`src/common/fpb_pkg.sv`:
```
// shared constants and types for the faceplate key and display logic
package fpb_pkg;
  // ****************************************
  // clock and time base
  // ****************************************
  localparam int CLK_HZ = 100000000;
  localparam int MS_PER_S = 1000;
  localparam int MS_CYCLES = CLK_HZ / MS_PER_S;
  localparam int TICK_CNT_W = 20;
  // ****************************************
  // key counts and key index map
  // ****************************************
  localparam int N_CKEY = 7;
  localparam int N_STD_CKEY = 3;
  localparam int N_UBTN = 12;
  localparam int UBTN_BASE = N_CKEY;
  localparam int DOWN_KEY = N_CKEY + N_UBTN;
  localparam int MENU_KEY = DOWN_KEY + 1;
  localparam int N_KEY = MENU_KEY + 1;
  localparam int N_DISP = 16;
  // ****************************************
  // packed state register map
  // ****************************************
  localparam int FLEX_BITS = 256;
  localparam int FLEX_W = 16;
  localparam int FLEX_WORDS = FLEX_BITS / FLEX_W;
  localparam logic [15:0] FLEX_BASE = 16'h0900;
  // ****************************************
  // millisecond timings
  // ****************************************
  localparam int CK_STRETCH_MS = 100;
  localparam int STEP_MIN_MS = 250;
  localparam int CYCLE_S = 4;
  localparam logic [6:0] CK_STRETCH_TICKS = 7'(CK_STRETCH_MS);
  localparam logic [7:0] STEP_MIN_TICKS = 8'(STEP_MIN_MS);
  localparam logic [11:0] CYCLE_TICKS = 12'(CYCLE_S * MS_PER_S);
  // ****************************************
  // types
  // ****************************************
  typedef enum logic [1:0] {
    BTN_DISABLED, BTN_SELF_RESET, BTN_LATCHED
  } fpb_btn_mode_t;
  typedef enum logic [1:0] {
    DS_IDLE, DS_KEYPAD, DS_STEP, DS_CYCLE
  } fpb_disp_t;
  typedef struct packed {
    logic show;
    logic [3:0] btn;
    logic off_line;
  } fpb_msg_t;
  typedef struct packed {
    logic valid;
    logic [2:0] key;
  } fpb_event_t;
  typedef struct packed {
    logic active;
    logic cycling;
    logic [3:0] idx;
  } fpb_disp_out_t;
  typedef struct packed {
    logic rd;
    logic [15:0] addr;
  } fpb_rd_req_t;
  typedef struct packed {
    logic ack;
    logic err;
    logic [15:0] data;
  } fpb_rd_rsp_t;
endpackage

```
`src/rtl/fpb_ms_tick.sv`:
```
// millisecond tick divider
`timescale 1ns/10ps
`default_nettype none
module fpb_ms_tick #(
  parameter int TICK_CYCLES = fpb_pkg::MS_CYCLES
) (
  // clock and reset
  input wire logic clk_in,
  input wire logic reset_in,
  // tick
  output logic tick_out
);
  typedef struct packed {
    logic [fpb_pkg::TICK_CNT_W-1:0] cnt;
    logic tick;
  } fpb_tick_st_t;

  localparam logic [fpb_pkg::TICK_CNT_W-1:0] LAST =
    fpb_pkg::TICK_CNT_W'(TICK_CYCLES - 1);

  fpb_tick_st_t s_r;
  fpb_tick_st_t s_nxt;

  always_comb
  begin
    s_nxt = s_r;
    s_nxt.tick = (s_r.cnt == LAST);
    if (s_r.cnt == LAST)
    begin
      s_nxt.cnt = '0;
    end
    else
    begin
      s_nxt.cnt = s_r.cnt + 1'b1;
    end
  end

  always_ff @(posedge clk_in or posedge reset_in)
  begin
    if (reset_in)
    begin
      s_r <= '0;
    end
    else
    begin
      s_r <= s_nxt;
    end
  end

  assign tick_out = s_r.tick;
endmodule
`default_nettype wire

```
`src/rtl/fpb_user_button.sv`:
```
// one user button: disabled, self-reset with drop-out, or latched
`timescale 1ns/10ps
`default_nettype none
module fpb_user_button (
  // clock and reset
  input wire logic clk_in,
  input wire logic reset_in,
  input wire logic ms_tick_in,
  // key and settings
  input wire logic level_in,
  input wire logic press_in,
  input wire fpb_pkg::fpb_btn_mode_t mode_in,
  input wire logic [15:0] drop_ms_in,
  // stored state restore
  input wire logic load_in,
  input wire logic load_val_in,
  // operands
  output logic on_out,
  output logic off_out
);
  typedef struct packed {
    logic latch;
    logic [15:0] stretch;
    logic on;
    logic off;
  } fpb_btn_st_t;

  fpb_btn_st_t s_r;
  fpb_btn_st_t s_nxt;

  always_comb
  begin
    s_nxt = s_r;
    unique case (mode_in)
      fpb_pkg::BTN_SELF_RESET:
      begin
        if (level_in)
        begin
          s_nxt.stretch = drop_ms_in;
        end
        else if (ms_tick_in && s_r.stretch != 16'h0000)
        begin
          s_nxt.stretch = s_r.stretch - 16'h0001;
        end
        s_nxt.on = level_in || (s_r.stretch != 16'h0000);
        s_nxt.off = !s_nxt.on;
      end
      fpb_pkg::BTN_LATCHED:
      begin
        s_nxt.stretch = '0;
        if (press_in)
        begin
          s_nxt.latch = !s_r.latch;
        end
        s_nxt.on = s_nxt.latch;
        s_nxt.off = !s_nxt.latch;
      end
      default:
      begin
        s_nxt.stretch = '0;
        s_nxt.on = 1'b0;
        s_nxt.off = 1'b0;
      end
    endcase
    if (load_in)
    begin
      s_nxt.latch = load_val_in;
    end
  end

  always_ff @(posedge clk_in or posedge reset_in)
  begin
    if (reset_in)
    begin
      s_r <= '0;
    end
    else
    begin
      s_r <= s_nxt;
    end
  end

  assign on_out = s_r.on;
  assign off_out = s_r.off;
endmodule
`default_nettype wire

```
`src/rtl/fpb_faceplate.sv`:
```
// faceplate keys, user buttons, packed states and user displays
// How it works
// - control key operand held 100 ms after release
// - three keys, four more with option
// - breaker mode routes standard keys to breaker
// - key press logs event when enabled
// - one key at a time; others ignored
// - each user button has on/off operands
// - disabled button holds both operands low
// - self-reset: on while held, off complement
// - latched: each press toggles on/off
// - latched state saved and restored after power
// - indicator mirrors button on operand
// - self-reset drop-out time stretches on operand
// - title/on line; off line only latched
// - 256 states packed 16 per word
// - sixteen words read from address 900 hex
// - up to 16 displays, programmed only
// - step first reopens last, then advances
// - step input and down key both advance
// - timeout starts cycling; step stops it
// - step pulse must last 250 ms
// - keypad view leaves after timeout
// - cycling advances every 4 seconds
`timescale 1ns/10ps
`default_nettype none
module fpb_faceplate #(
  parameter int MS_TICK_CYCLES = fpb_pkg::MS_CYCLES
) (
  // clock and reset
  input wire logic clk_in,
  input wire logic reset_in,
  // faceplate key pins
  input wire logic [fpb_pkg::N_CKEY-1:0] control_key_in,
  input wire logic [fpb_pkg::N_UBTN-1:0] user_button_in,
  input wire logic down_key_in,
  input wire logic menu_key_in,
  // settings
  input wire logic option_fitted_in,
  input wire logic breaker_keys_in,
  input wire logic [fpb_pkg::N_CKEY-1:0] key_log_en_in,
  input wire fpb_pkg::fpb_btn_mode_t [fpb_pkg::N_UBTN-1:0] btn_mode_in,
  input wire logic [fpb_pkg::N_UBTN-1:0][15:0] release_stretch_time_in,
  input wire logic [fpb_pkg::N_DISP-1:0] display_programmed_in,
  input wire logic [15:0] msg_timeout_ms_in,
  // stored latched states
  input wire logic [fpb_pkg::N_UBTN-1:0] nv_state_in,
  // internal operands
  input wire logic display_step_input_in,
  input wire logic [fpb_pkg::FLEX_BITS-1:0] flex_state_in,
  // register read port
  input wire fpb_pkg::fpb_rd_req_t rd_req_in,
  output fpb_pkg::fpb_rd_rsp_t rd_rsp_out,
  // control key outputs
  output logic [fpb_pkg::N_CKEY-1:0] control_key_active_out,
  output logic [fpb_pkg::N_STD_CKEY-1:0] breaker_cmd_out,
  output fpb_pkg::fpb_event_t event_out,
  // user button outputs
  output logic [fpb_pkg::N_UBTN-1:0] button_on_out,
  output logic [fpb_pkg::N_UBTN-1:0] button_off_out,
  output logic [fpb_pkg::N_UBTN-1:0] button_led_out,
  output logic [fpb_pkg::N_UBTN-1:0] nv_state_out,
  output fpb_pkg::fpb_msg_t msg_out,
  // user display outputs
  output fpb_pkg::fpb_disp_out_t disp_out
);
  // ****************************************
  // state
  // ****************************************
  typedef struct packed {
    logic [fpb_pkg::N_KEY-1:0] meta;
    logic [fpb_pkg::N_KEY-1:0] sync;
    logic [fpb_pkg::N_KEY-1:0] prev;
    logic [4:0] owner;
    logic [fpb_pkg::N_CKEY-1:0][6:0] ck_cnt;
    logic [fpb_pkg::N_CKEY-1:0] ck_act;
    logic [fpb_pkg::N_STD_CKEY-1:0] brk;
    fpb_pkg::fpb_event_t evt;
    logic loaded;
    logic [fpb_pkg::N_UBTN-1:0] on_prev;
    logic [fpb_pkg::N_UBTN-1:0] nv;
    fpb_pkg::fpb_msg_t msg;
    fpb_pkg::fpb_disp_t dmode;
    logic [3:0] idx;
    logic [3:0] last;
    logic [15:0] idle_ms;
    logic [11:0] cyc_ms;
    logic [7:0] step_ms;
    logic step_done;
    fpb_pkg::fpb_disp_out_t dout;
    fpb_pkg::fpb_rd_rsp_t rsp;
  } fpb_main_st_t;

  fpb_main_st_t s_r;
  fpb_main_st_t s_nxt;
  logic ms_tick;
  logic [fpb_pkg::N_UBTN-1:0] btn_on;
  logic [fpb_pkg::N_UBTN-1:0] btn_off;
  logic [fpb_pkg::N_KEY-1:0] held;
  logic [fpb_pkg::N_KEY-1:0] press;

  // next programmed display after i, wrapping
  function automatic logic [3:0] next_prog(
    input logic [3:0] i,
    input logic [fpb_pkg::N_DISP-1:0] m
  );
    logic [3:0] r;
    logic hit;
    r = i;
    hit = 1'b0;
    for (int k = 1; k <= fpb_pkg::N_DISP; k++)
    begin
      if (!hit && m[4'(i + 4'(k))])
      begin
        r = 4'(i + 4'(k));
        hit = 1'b1;
      end
    end
    return r;
  endfunction

  // ****************************************
  // millisecond tick
  // ****************************************
  // ms time base
  fpb_ms_tick #(
    .TICK_CYCLES(MS_TICK_CYCLES)
  ) u_tick (
    .clk_in(clk_in),
    .reset_in(reset_in),
    .tick_out(ms_tick)
  );

  // ****************************************
  // key lockout
  // ****************************************
  always_comb
  begin
    held = '0;
    press = '0;
    for (int k = 0; k < fpb_pkg::N_KEY; k++)
    begin
      held[k] = s_r.sync[k] && (s_r.owner == 5'(k + 1));
    end
    if (s_r.owner == 5'h00)
    begin
      for (int k = fpb_pkg::N_KEY - 1; k >= 0; k--)
      begin
        if (s_r.sync[k] && !s_r.prev[k])
        begin
          press = '0;
          press[k] = 1'b1;
        end
      end
    end
  end

  // ****************************************
  // user buttons
  // ****************************************
  generate
    for (genvar j = 0; j < fpb_pkg::N_UBTN; j++)
    begin : g_btn
      fpb_user_button u_btn (
        .clk_in(clk_in),
        .reset_in(reset_in),
        .ms_tick_in(ms_tick),
        .level_in(held[fpb_pkg::UBTN_BASE + j]),
        .press_in(press[fpb_pkg::UBTN_BASE + j]),
        .mode_in(btn_mode_in[j]),
        .drop_ms_in(release_stretch_time_in[j]),
        .load_in(!s_r.loaded),
        .load_val_in(nv_state_in[j]),
        .on_out(btn_on[j]),
        .off_out(btn_off[j])
      );
    end
  endgenerate

  // ****************************************
  // next state
  // ****************************************
  always_comb
  begin
    logic step_fire;
    logic act;
    logic any_prog;
    logic ck_en;
    logic brk_key;
    s_nxt = s_r;
    step_fire = 1'b0;
    act = 1'b0;
    ck_en = 1'b0;
    brk_key = 1'b0;
    any_prog = |display_programmed_in;
    s_nxt.meta = {menu_key_in, down_key_in, user_button_in,
                  control_key_in};
    s_nxt.sync = s_r.meta;
    s_nxt.prev = s_r.sync;
    s_nxt.loaded = 1'b1;

    if (s_r.owner != 5'h00 && !held[5'(s_r.owner - 5'h01)])
    begin
      s_nxt.owner = 5'h00;
    end
    for (int k = 0; k < fpb_pkg::N_KEY; k++)
    begin
      if (press[k])
      begin
        s_nxt.owner = 5'(k + 1);
      end
    end

    // control keys
    s_nxt.evt = '0;
    for (int k = 0; k < fpb_pkg::N_CKEY; k++)
    begin
      ck_en = (k < fpb_pkg::N_STD_CKEY) || option_fitted_in;
      brk_key = breaker_keys_in && (k < fpb_pkg::N_STD_CKEY);
      if (held[k] && ck_en && !brk_key)
      begin
        s_nxt.ck_cnt[k] = fpb_pkg::CK_STRETCH_TICKS;
      end
      else if (ms_tick && s_r.ck_cnt[k] != 7'h00)
      begin
        s_nxt.ck_cnt[k] = s_r.ck_cnt[k] - 7'h01;
      end
      if (!ck_en || brk_key)
      begin
        s_nxt.ck_cnt[k] = 7'h00;
      end
      s_nxt.ck_act[k] = (held[k] && ck_en && !brk_key)
                        || (s_nxt.ck_cnt[k] != 7'h00);
      if (press[k] && ck_en && !brk_key && key_log_en_in[k])
      begin
        s_nxt.evt.valid = 1'b1;
        s_nxt.evt.key = 3'(k);
      end
    end
    for (int k = 0; k < fpb_pkg::N_STD_CKEY; k++)
    begin
      s_nxt.brk[k] = held[k] && breaker_keys_in;
    end

    // button messages and stored state
    s_nxt.on_prev = btn_on;
    for (int j = 0; j < fpb_pkg::N_UBTN; j++)
    begin
      // on line at on, off line latched only
      if (btn_on[j] && !s_r.on_prev[j])
      begin
        s_nxt.msg = '{show: 1'b1, btn: 4'(j), off_line: 1'b0};
      end
      else if (!btn_on[j] && s_r.on_prev[j])
      begin
        if (btn_mode_in[j] == fpb_pkg::BTN_LATCHED)
        begin
          s_nxt.msg = '{show: 1'b1, btn: 4'(j), off_line: 1'b1};
        end
        else if (s_r.msg.btn == 4'(j))
        begin
          s_nxt.msg.show = 1'b0;
        end
      end
      if (s_r.loaded && btn_mode_in[j] == fpb_pkg::BTN_LATCHED)
      begin
        s_nxt.nv[j] = btn_on[j];
      end
      else if (!s_r.loaded)
      begin
        s_nxt.nv[j] = nv_state_in[j];
      end
    end

    if (!display_step_input_in)
    begin
      s_nxt.step_ms = 8'h00;
      s_nxt.step_done = 1'b0;
    end
    else
    begin
      if (ms_tick && s_r.step_ms != fpb_pkg::STEP_MIN_TICKS)
      begin
        s_nxt.step_ms = s_r.step_ms + 8'h01;
      end
      if (s_r.step_ms == fpb_pkg::STEP_MIN_TICKS && !s_r.step_done)
      begin
        step_fire = 1'b1;
        s_nxt.step_done = 1'b1;
      end
    end

    act = step_fire || press[fpb_pkg::DOWN_KEY]
          || press[fpb_pkg::MENU_KEY];
    if (act)
    begin
      s_nxt.idle_ms = 16'h0000;
    end
    else if (ms_tick && s_r.idle_ms != 16'hFFFF)
    begin
      s_nxt.idle_ms = s_r.idle_ms + 16'h0001;
    end

    // user display sequence
    unique case (s_r.dmode)
      fpb_pkg::DS_IDLE:
      begin
        if (press[fpb_pkg::MENU_KEY] && any_prog)
        begin
          s_nxt.dmode = fpb_pkg::DS_KEYPAD;
          s_nxt.idx = next_prog(4'hF, display_programmed_in);
        end
        else if (step_fire && any_prog)
        begin
          s_nxt.dmode = fpb_pkg::DS_STEP;
          s_nxt.idx = display_programmed_in[s_r.last] ? s_r.last
                      : next_prog(s_r.last, display_programmed_in);
        end
        else if (!act && any_prog
                 && s_r.idle_ms >= msg_timeout_ms_in)
        begin
          s_nxt.dmode = fpb_pkg::DS_CYCLE;
          s_nxt.cyc_ms = 12'h000;
          s_nxt.idx = display_programmed_in[s_r.last] ? s_r.last
                      : next_prog(s_r.last, display_programmed_in);
        end
      end
      fpb_pkg::DS_KEYPAD, fpb_pkg::DS_STEP:
      begin
        if (press[fpb_pkg::MENU_KEY])
        begin
          s_nxt.dmode = fpb_pkg::DS_IDLE;
        end
        else if (step_fire || press[fpb_pkg::DOWN_KEY])
        begin
          s_nxt.idx = next_prog(s_r.idx, display_programmed_in);
        end
        else if (s_r.idle_ms >= msg_timeout_ms_in
                 && s_r.dmode == fpb_pkg::DS_KEYPAD)
        begin
          s_nxt.dmode = fpb_pkg::DS_IDLE;
        end
        else if (s_r.idle_ms >= msg_timeout_ms_in)
        begin
          s_nxt.dmode = fpb_pkg::DS_CYCLE;
          s_nxt.cyc_ms = 12'h000;
        end
      end
      fpb_pkg::DS_CYCLE:
      begin
        if (press[fpb_pkg::MENU_KEY])
        begin
          s_nxt.dmode = fpb_pkg::DS_IDLE;
        end
        else if (step_fire)
        begin
          s_nxt.dmode = fpb_pkg::DS_STEP;
        end
        else if (press[fpb_pkg::DOWN_KEY])
        begin
          s_nxt.dmode = fpb_pkg::DS_STEP;
          s_nxt.idx = next_prog(s_r.idx, display_programmed_in);
        end
        else if (ms_tick)
        begin
          if (s_r.cyc_ms == fpb_pkg::CYCLE_TICKS - 12'h001)
          begin
            s_nxt.cyc_ms = 12'h000;
            s_nxt.idx = next_prog(s_r.idx, display_programmed_in);
          end
          else
          begin
            s_nxt.cyc_ms = s_r.cyc_ms + 12'h001;
          end
        end
      end
    endcase
    if (s_nxt.dmode != fpb_pkg::DS_IDLE)
    begin
      s_nxt.last = s_nxt.idx;
    end
    s_nxt.dout.active = (s_nxt.dmode != fpb_pkg::DS_IDLE);
    s_nxt.dout.cycling = (s_nxt.dmode == fpb_pkg::DS_CYCLE);
    s_nxt.dout.idx = s_nxt.idx;

    s_nxt.rsp = '0;
    if (rd_req_in.rd)
    begin
      s_nxt.rsp.ack = 1'b1;
      if (rd_req_in.addr[15:4] == fpb_pkg::FLEX_BASE[15:4])
      begin
        s_nxt.rsp.data =
          flex_state_in[{rd_req_in.addr[3:0], 4'h0} +: fpb_pkg::FLEX_W];
      end
      else
      begin
        s_nxt.rsp.err = 1'b1;
      end
    end
  end

  // ****************************************
  // state register
  // ****************************************
  // reset clears all timers
  always_ff @(posedge clk_in or posedge reset_in)
  begin
    if (reset_in)
    begin
      s_r <= '0;
    end
    else
    begin
      s_r <= s_nxt;
    end
  end

  // ****************************************
  // outputs
  // ****************************************
  assign rd_rsp_out = s_r.rsp;
  assign control_key_active_out = s_r.ck_act;
  assign breaker_cmd_out = s_r.brk;
  assign event_out = s_r.evt;
  assign button_on_out = btn_on;
  assign button_off_out = btn_off;
  assign button_led_out = btn_on;
  assign nv_state_out = s_r.nv;
  assign msg_out = s_r.msg;
  assign disp_out = s_r.dout;
endmodule
`default_nettype wire

```
`config.mk`:
```
export PLATFORM = sky130hd
export DESIGN_NAME = fpb_faceplate
export DESIGN_NICKNAME = d
export VERILOG_FILES = /design/src/common/fpb_pkg.sv /design/src/rtl/fpb_ms_tick.sv /design/src/rtl/fpb_user_button.sv /design/src/rtl/fpb_faceplate.sv
export SDC_FILE = /design/constraint.sdc
export NUM_CORES = 2
export LEC_CHECK = 0
export ABC_AREA = 1
export BUFFER_PORTS_ARGS = -buffer_cell sky130_fd_sc_hd__buf_2
export CORE_ASPECT_RATIO = 2
export CORE_MARGIN = 10
export CORE_UTILIZATION = 50
export CTS_CLUSTER_SIZE = 14
export DETAILED_ROUTE_END_ITERATION = 8
export PLACE_DENSITY_LB_ADDON = 0.15
export SLEW_MARGIN = 20
export SYNTH_ARGS = -nofsm -noshare
export SYNTH_HDL_FRONTEND = slang
export SYNTH_SLANG_ARGS = --single-unit
```
`constraint.sdc`:
```
create_clock -name clk_in -period 15.9 [get_ports clk_in]
set_input_delay 0 -clock clk_in [delete_from_list [all_inputs] [get_ports clk_in]]
set_output_delay 0 -clock clk_in [all_outputs]
set_load 0.02 [all_outputs]
```
==> run metrics <==
status finished clean; WP data required 16.43 ns; area occupied by multi-input gates 17,200 um^2; DRT iter0 DRCs 2,347; first-pass GRT wire length 205,000 um; reg-to-reg endpoint s_r[61]$_DFFE_PP0P_; GPL Wtd Cong 0.996; setup ws final 10.68 ns; portion of netlist area occupied by mux cells around 2.0%; Slew Limit Fails 0; largest family of logic cells by synthesized area simple AND/OR/NAND/NOR gates; CP Data Arrival Time approximately 5.7 ns; simple-gate share of the synthesized area 25.2%; final setup violation count 0; final worst-path cycle share 32.8%; RSZ-0062 raised after global routing no; leakage around 21 nW; Worst-Margin Slew approximately 1.2 ns; Max Buffers Root-to-Sink 3; Hold Vio Cnt, Final 0; top cells by area, synth dfrtp_1 36%, nand2_1 10%, inv_1 8.9%, o21ai_0 6.9%, nor2_1 5.3%; vias per cell 5.55; CP Capture Point s_r[61]$_DFFE_PP0P_; post-DP HPWL 107,000 um; Starting Density 50.6%; Worst Path Max Fanout 18; die height 385 um; Post-Synthesis Cell Area 33,400 um^2; htree depth 2; Setup Skew 0.0227 ns; die area 78,100 um^2; hold crit path type in -> async; Syn. warnings 0; crit-path max cell delay 0.81 ns; area of the core 65,900 um^2; share of layout cells above drive strength 1 approximately 15%; maximum vdd ir drop between 0.00009 and 0.0001 V; die width 203 um; gr usage total 33.8%; IO Port Bufs 657; crit path launch disp_out[1]$_DFF_PP0_; Crit path depth 25; total negative slack 0 ns; syn nets about 5.4k; post-synth top area share ~36%; CTS tree yes; critical path's top delay family simple AND/OR/NAND/NOR gates; synthesized area per cell 7.00 um^2; clock network latency to the later pin of the worst-skew pair just over 0.6 ns; Root Driver clkbuf_16; Layout area overhead 25.5%; Slew headroom 22.2%; Post-synth top flop dfrtp_1; CP dominant cell by count nand2_1; post-route cell area ~42,000 um^2; vias in the first global route 37.1k; fin crit period 5.22 ns; FF+latch count, synth around 480; nets 6,294; Post-Route WL about 140,000 um; Fillers 6,019; CTS Sinks 478; Synth cell types 68; compound-gate portion of the synthesized area 17.8%; antenna violations before repair 25; pre-CTS WS roughly 11 ns; post-synthesis xor/xnor area fraction 2.81%; Async SR Flop Fraction 100%; reg2reg setup slack between 10 and 15 ns; Worst R2R Start disp_out[1]$_DFF_PP0_; CP Launch Type flop; Reg clk slew, reported paths 0.07 ns; largest net degree at the start of global routing 88; ANT nets after route 0; max frequency 0.192 GHz; global route overflow 0; DRC Markers 0; Rows 133; Mapped Cells 4,769; Detailed Routing Iterations Pass 1 6; Yosys top cell by area dfrtp_1; R2R depth 25; Num CTS Buffers 46; vias post-DR 36.4k; Slowest cell on crit path dfrtp_1; Max Cap Viol 0; FF/Latch Area approximately 12,000 um^2; power per cell area around 120 nW/um^2; post-synthesis sequential area ratio a little over a third; crit end category flop; Post-synth EDFFs 0; routed len/inst 20.8 um; CP Buf/Inv Count 3; io pins 658; dpl cell area 36,900 um^2; area share of fa/ha/maj cells after synthesis between 3 and 4%; Setup CP Type reg -> reg; Pwr Total 5.16 mW
-- state kept, by name, indices dropped and copies added (netlist names), 6 cells and up --
| signal | flops |
|---|---|
| disp_out | 6 |
| rd_rsp_out | 18 |
| s_nxt | 42 |
| u_tick.s_r | 20 |
| g_btn.u_btn.on_out | 12 |
| s_r | 131 |
| nv_state_out | 12 |
| msg_out | 6 |
| control_key_active_out | 7 |
| g_btn.u_btn.off_out | 12 |
| g_btn.u_btn.s_r | 204 |
-- layout by cell type (no fill, tap or decap), types with 26 or more instances in the layout --
cell and n:
dfrtp_1 478, ha_1 94, o32ai_1 33, nand3_1 284, a21oi_1 223, nand2_1 906, buf_2 656, nand4_1 50
xnor2_1 26, o22ai_1 116, nor2_1 471, inv_1 786, a31oi_1 44, o21ai_0 457, dlygate4sd3_1 342, xor2_1 73
buf_4 36, clkbuf_16 46, nor4_1 57, o211ai_1 35, nor3_1 122, mux2i_1 66
-- cell usage after synthesis, types with 59 or more instances --
cell / n
nand2_1: 906
inv_1: 788
dfrtp_1: 478
nor2_1: 471
o21ai_0: 457
nand3_1: 284
a21oi_1: 223
nor3_1: 132
o22ai_1: 116
buf_4: 101
clkbuf_1: 94
ha_1: 94
xor2_1: 73
mux2i_1: 66
nor4_1: 59
-- cell type report --
| type | instances | share of cell area [%] |
|---|---|---|
| Sequential cell | 478 | 28.6 |
| Clock buffer | 68 | 3.28 |
| Multi-Input combinational cell | 3261 | 41.1 |
| Timing Repair Buffer | 1035 | 16.7 |
| Clock inverter | 13 | 0.344 |
| Antenna cell | 17 | 0.102 |
| Tap cell | 877 | 2.62 |
| Inverter | 812 | 7.30 |
-- per-stage QoR --
| stage | util, % | instances | hold slack, ns |
|---|---|---|---|
| 5_1_grt | 63.5 | 6554 | 0.0575 |
| 4_1_cts | 63.5 | 6544 | 0.0185 |
| 2_1_floorplan | - | 4769 | 0.0314 |
| 6_report | 63.6 | 6561 | 0.0560 |
| 3_3_place_gp | 56.0 | 6121 | 0.110 |
| 3_5_place_dp | 56.0 | 6121 | 0.111 |
-- worst min-delay path: cells and delay by family --
family / cells / cell delay, ns
buffers and inverters: 3 / 1.11
-- report_power, final --
part | internal, mW | switching, mW
combinational | 0.833 | 1.73
clock | 0.632 | 0.510
sequential | 1.32 | 0.132
total | 2.79 | 2.37
-- cell families (layout without fill, tap and decap cells) --
family,count (synthesis),after routing
multiplexers,66,66
XOR/XNOR,102,102
flip-flops,478,478
AO/OA/AOI/OAI,1032,1032
buffers and inverters,1030,1928
other,1,18
adder cells (fa/ha/maj),94,94
AND/OR/NAND/NOR,1966,1966
-- routing by layer --
metal	track usage, %	vias to the layer above	wire, um
li1	-	17400	-
met5	0	-	27
met1	32.7	17000	45500
met4	22.6	4	10300
met2	63.7	1585	71400
met3	6.43	479	9150
-- worst min path at each step --
stage                                        end  slack, ns
3_3_place_gp                s_nxt[201]$_DFF_PP0_       0.11
3_5_place_dp                s_nxt[206]$_DFF_PP0_       0.11
4_1_cts                    disp_out[2]$_DFF_PP0_       0.02
6_report       g_btn[7].u_btn.s_r[4]$_DFFE_PP0P_       0.06
5_1_grt                     s_nxt[193]$_DFF_PP0_       0.06
2_1_floorplan           rd_rsp_out[17]$_DFF_PP0_       0.03
-- repair_timing --
action,in CTS,in global routing
hold buffers,342,0
gates resized for setup,0,0
endpoints found under the hold margin,396,0
buffers inserted,0,0
No activity file was read; power rests on OpenSTA's default activity.
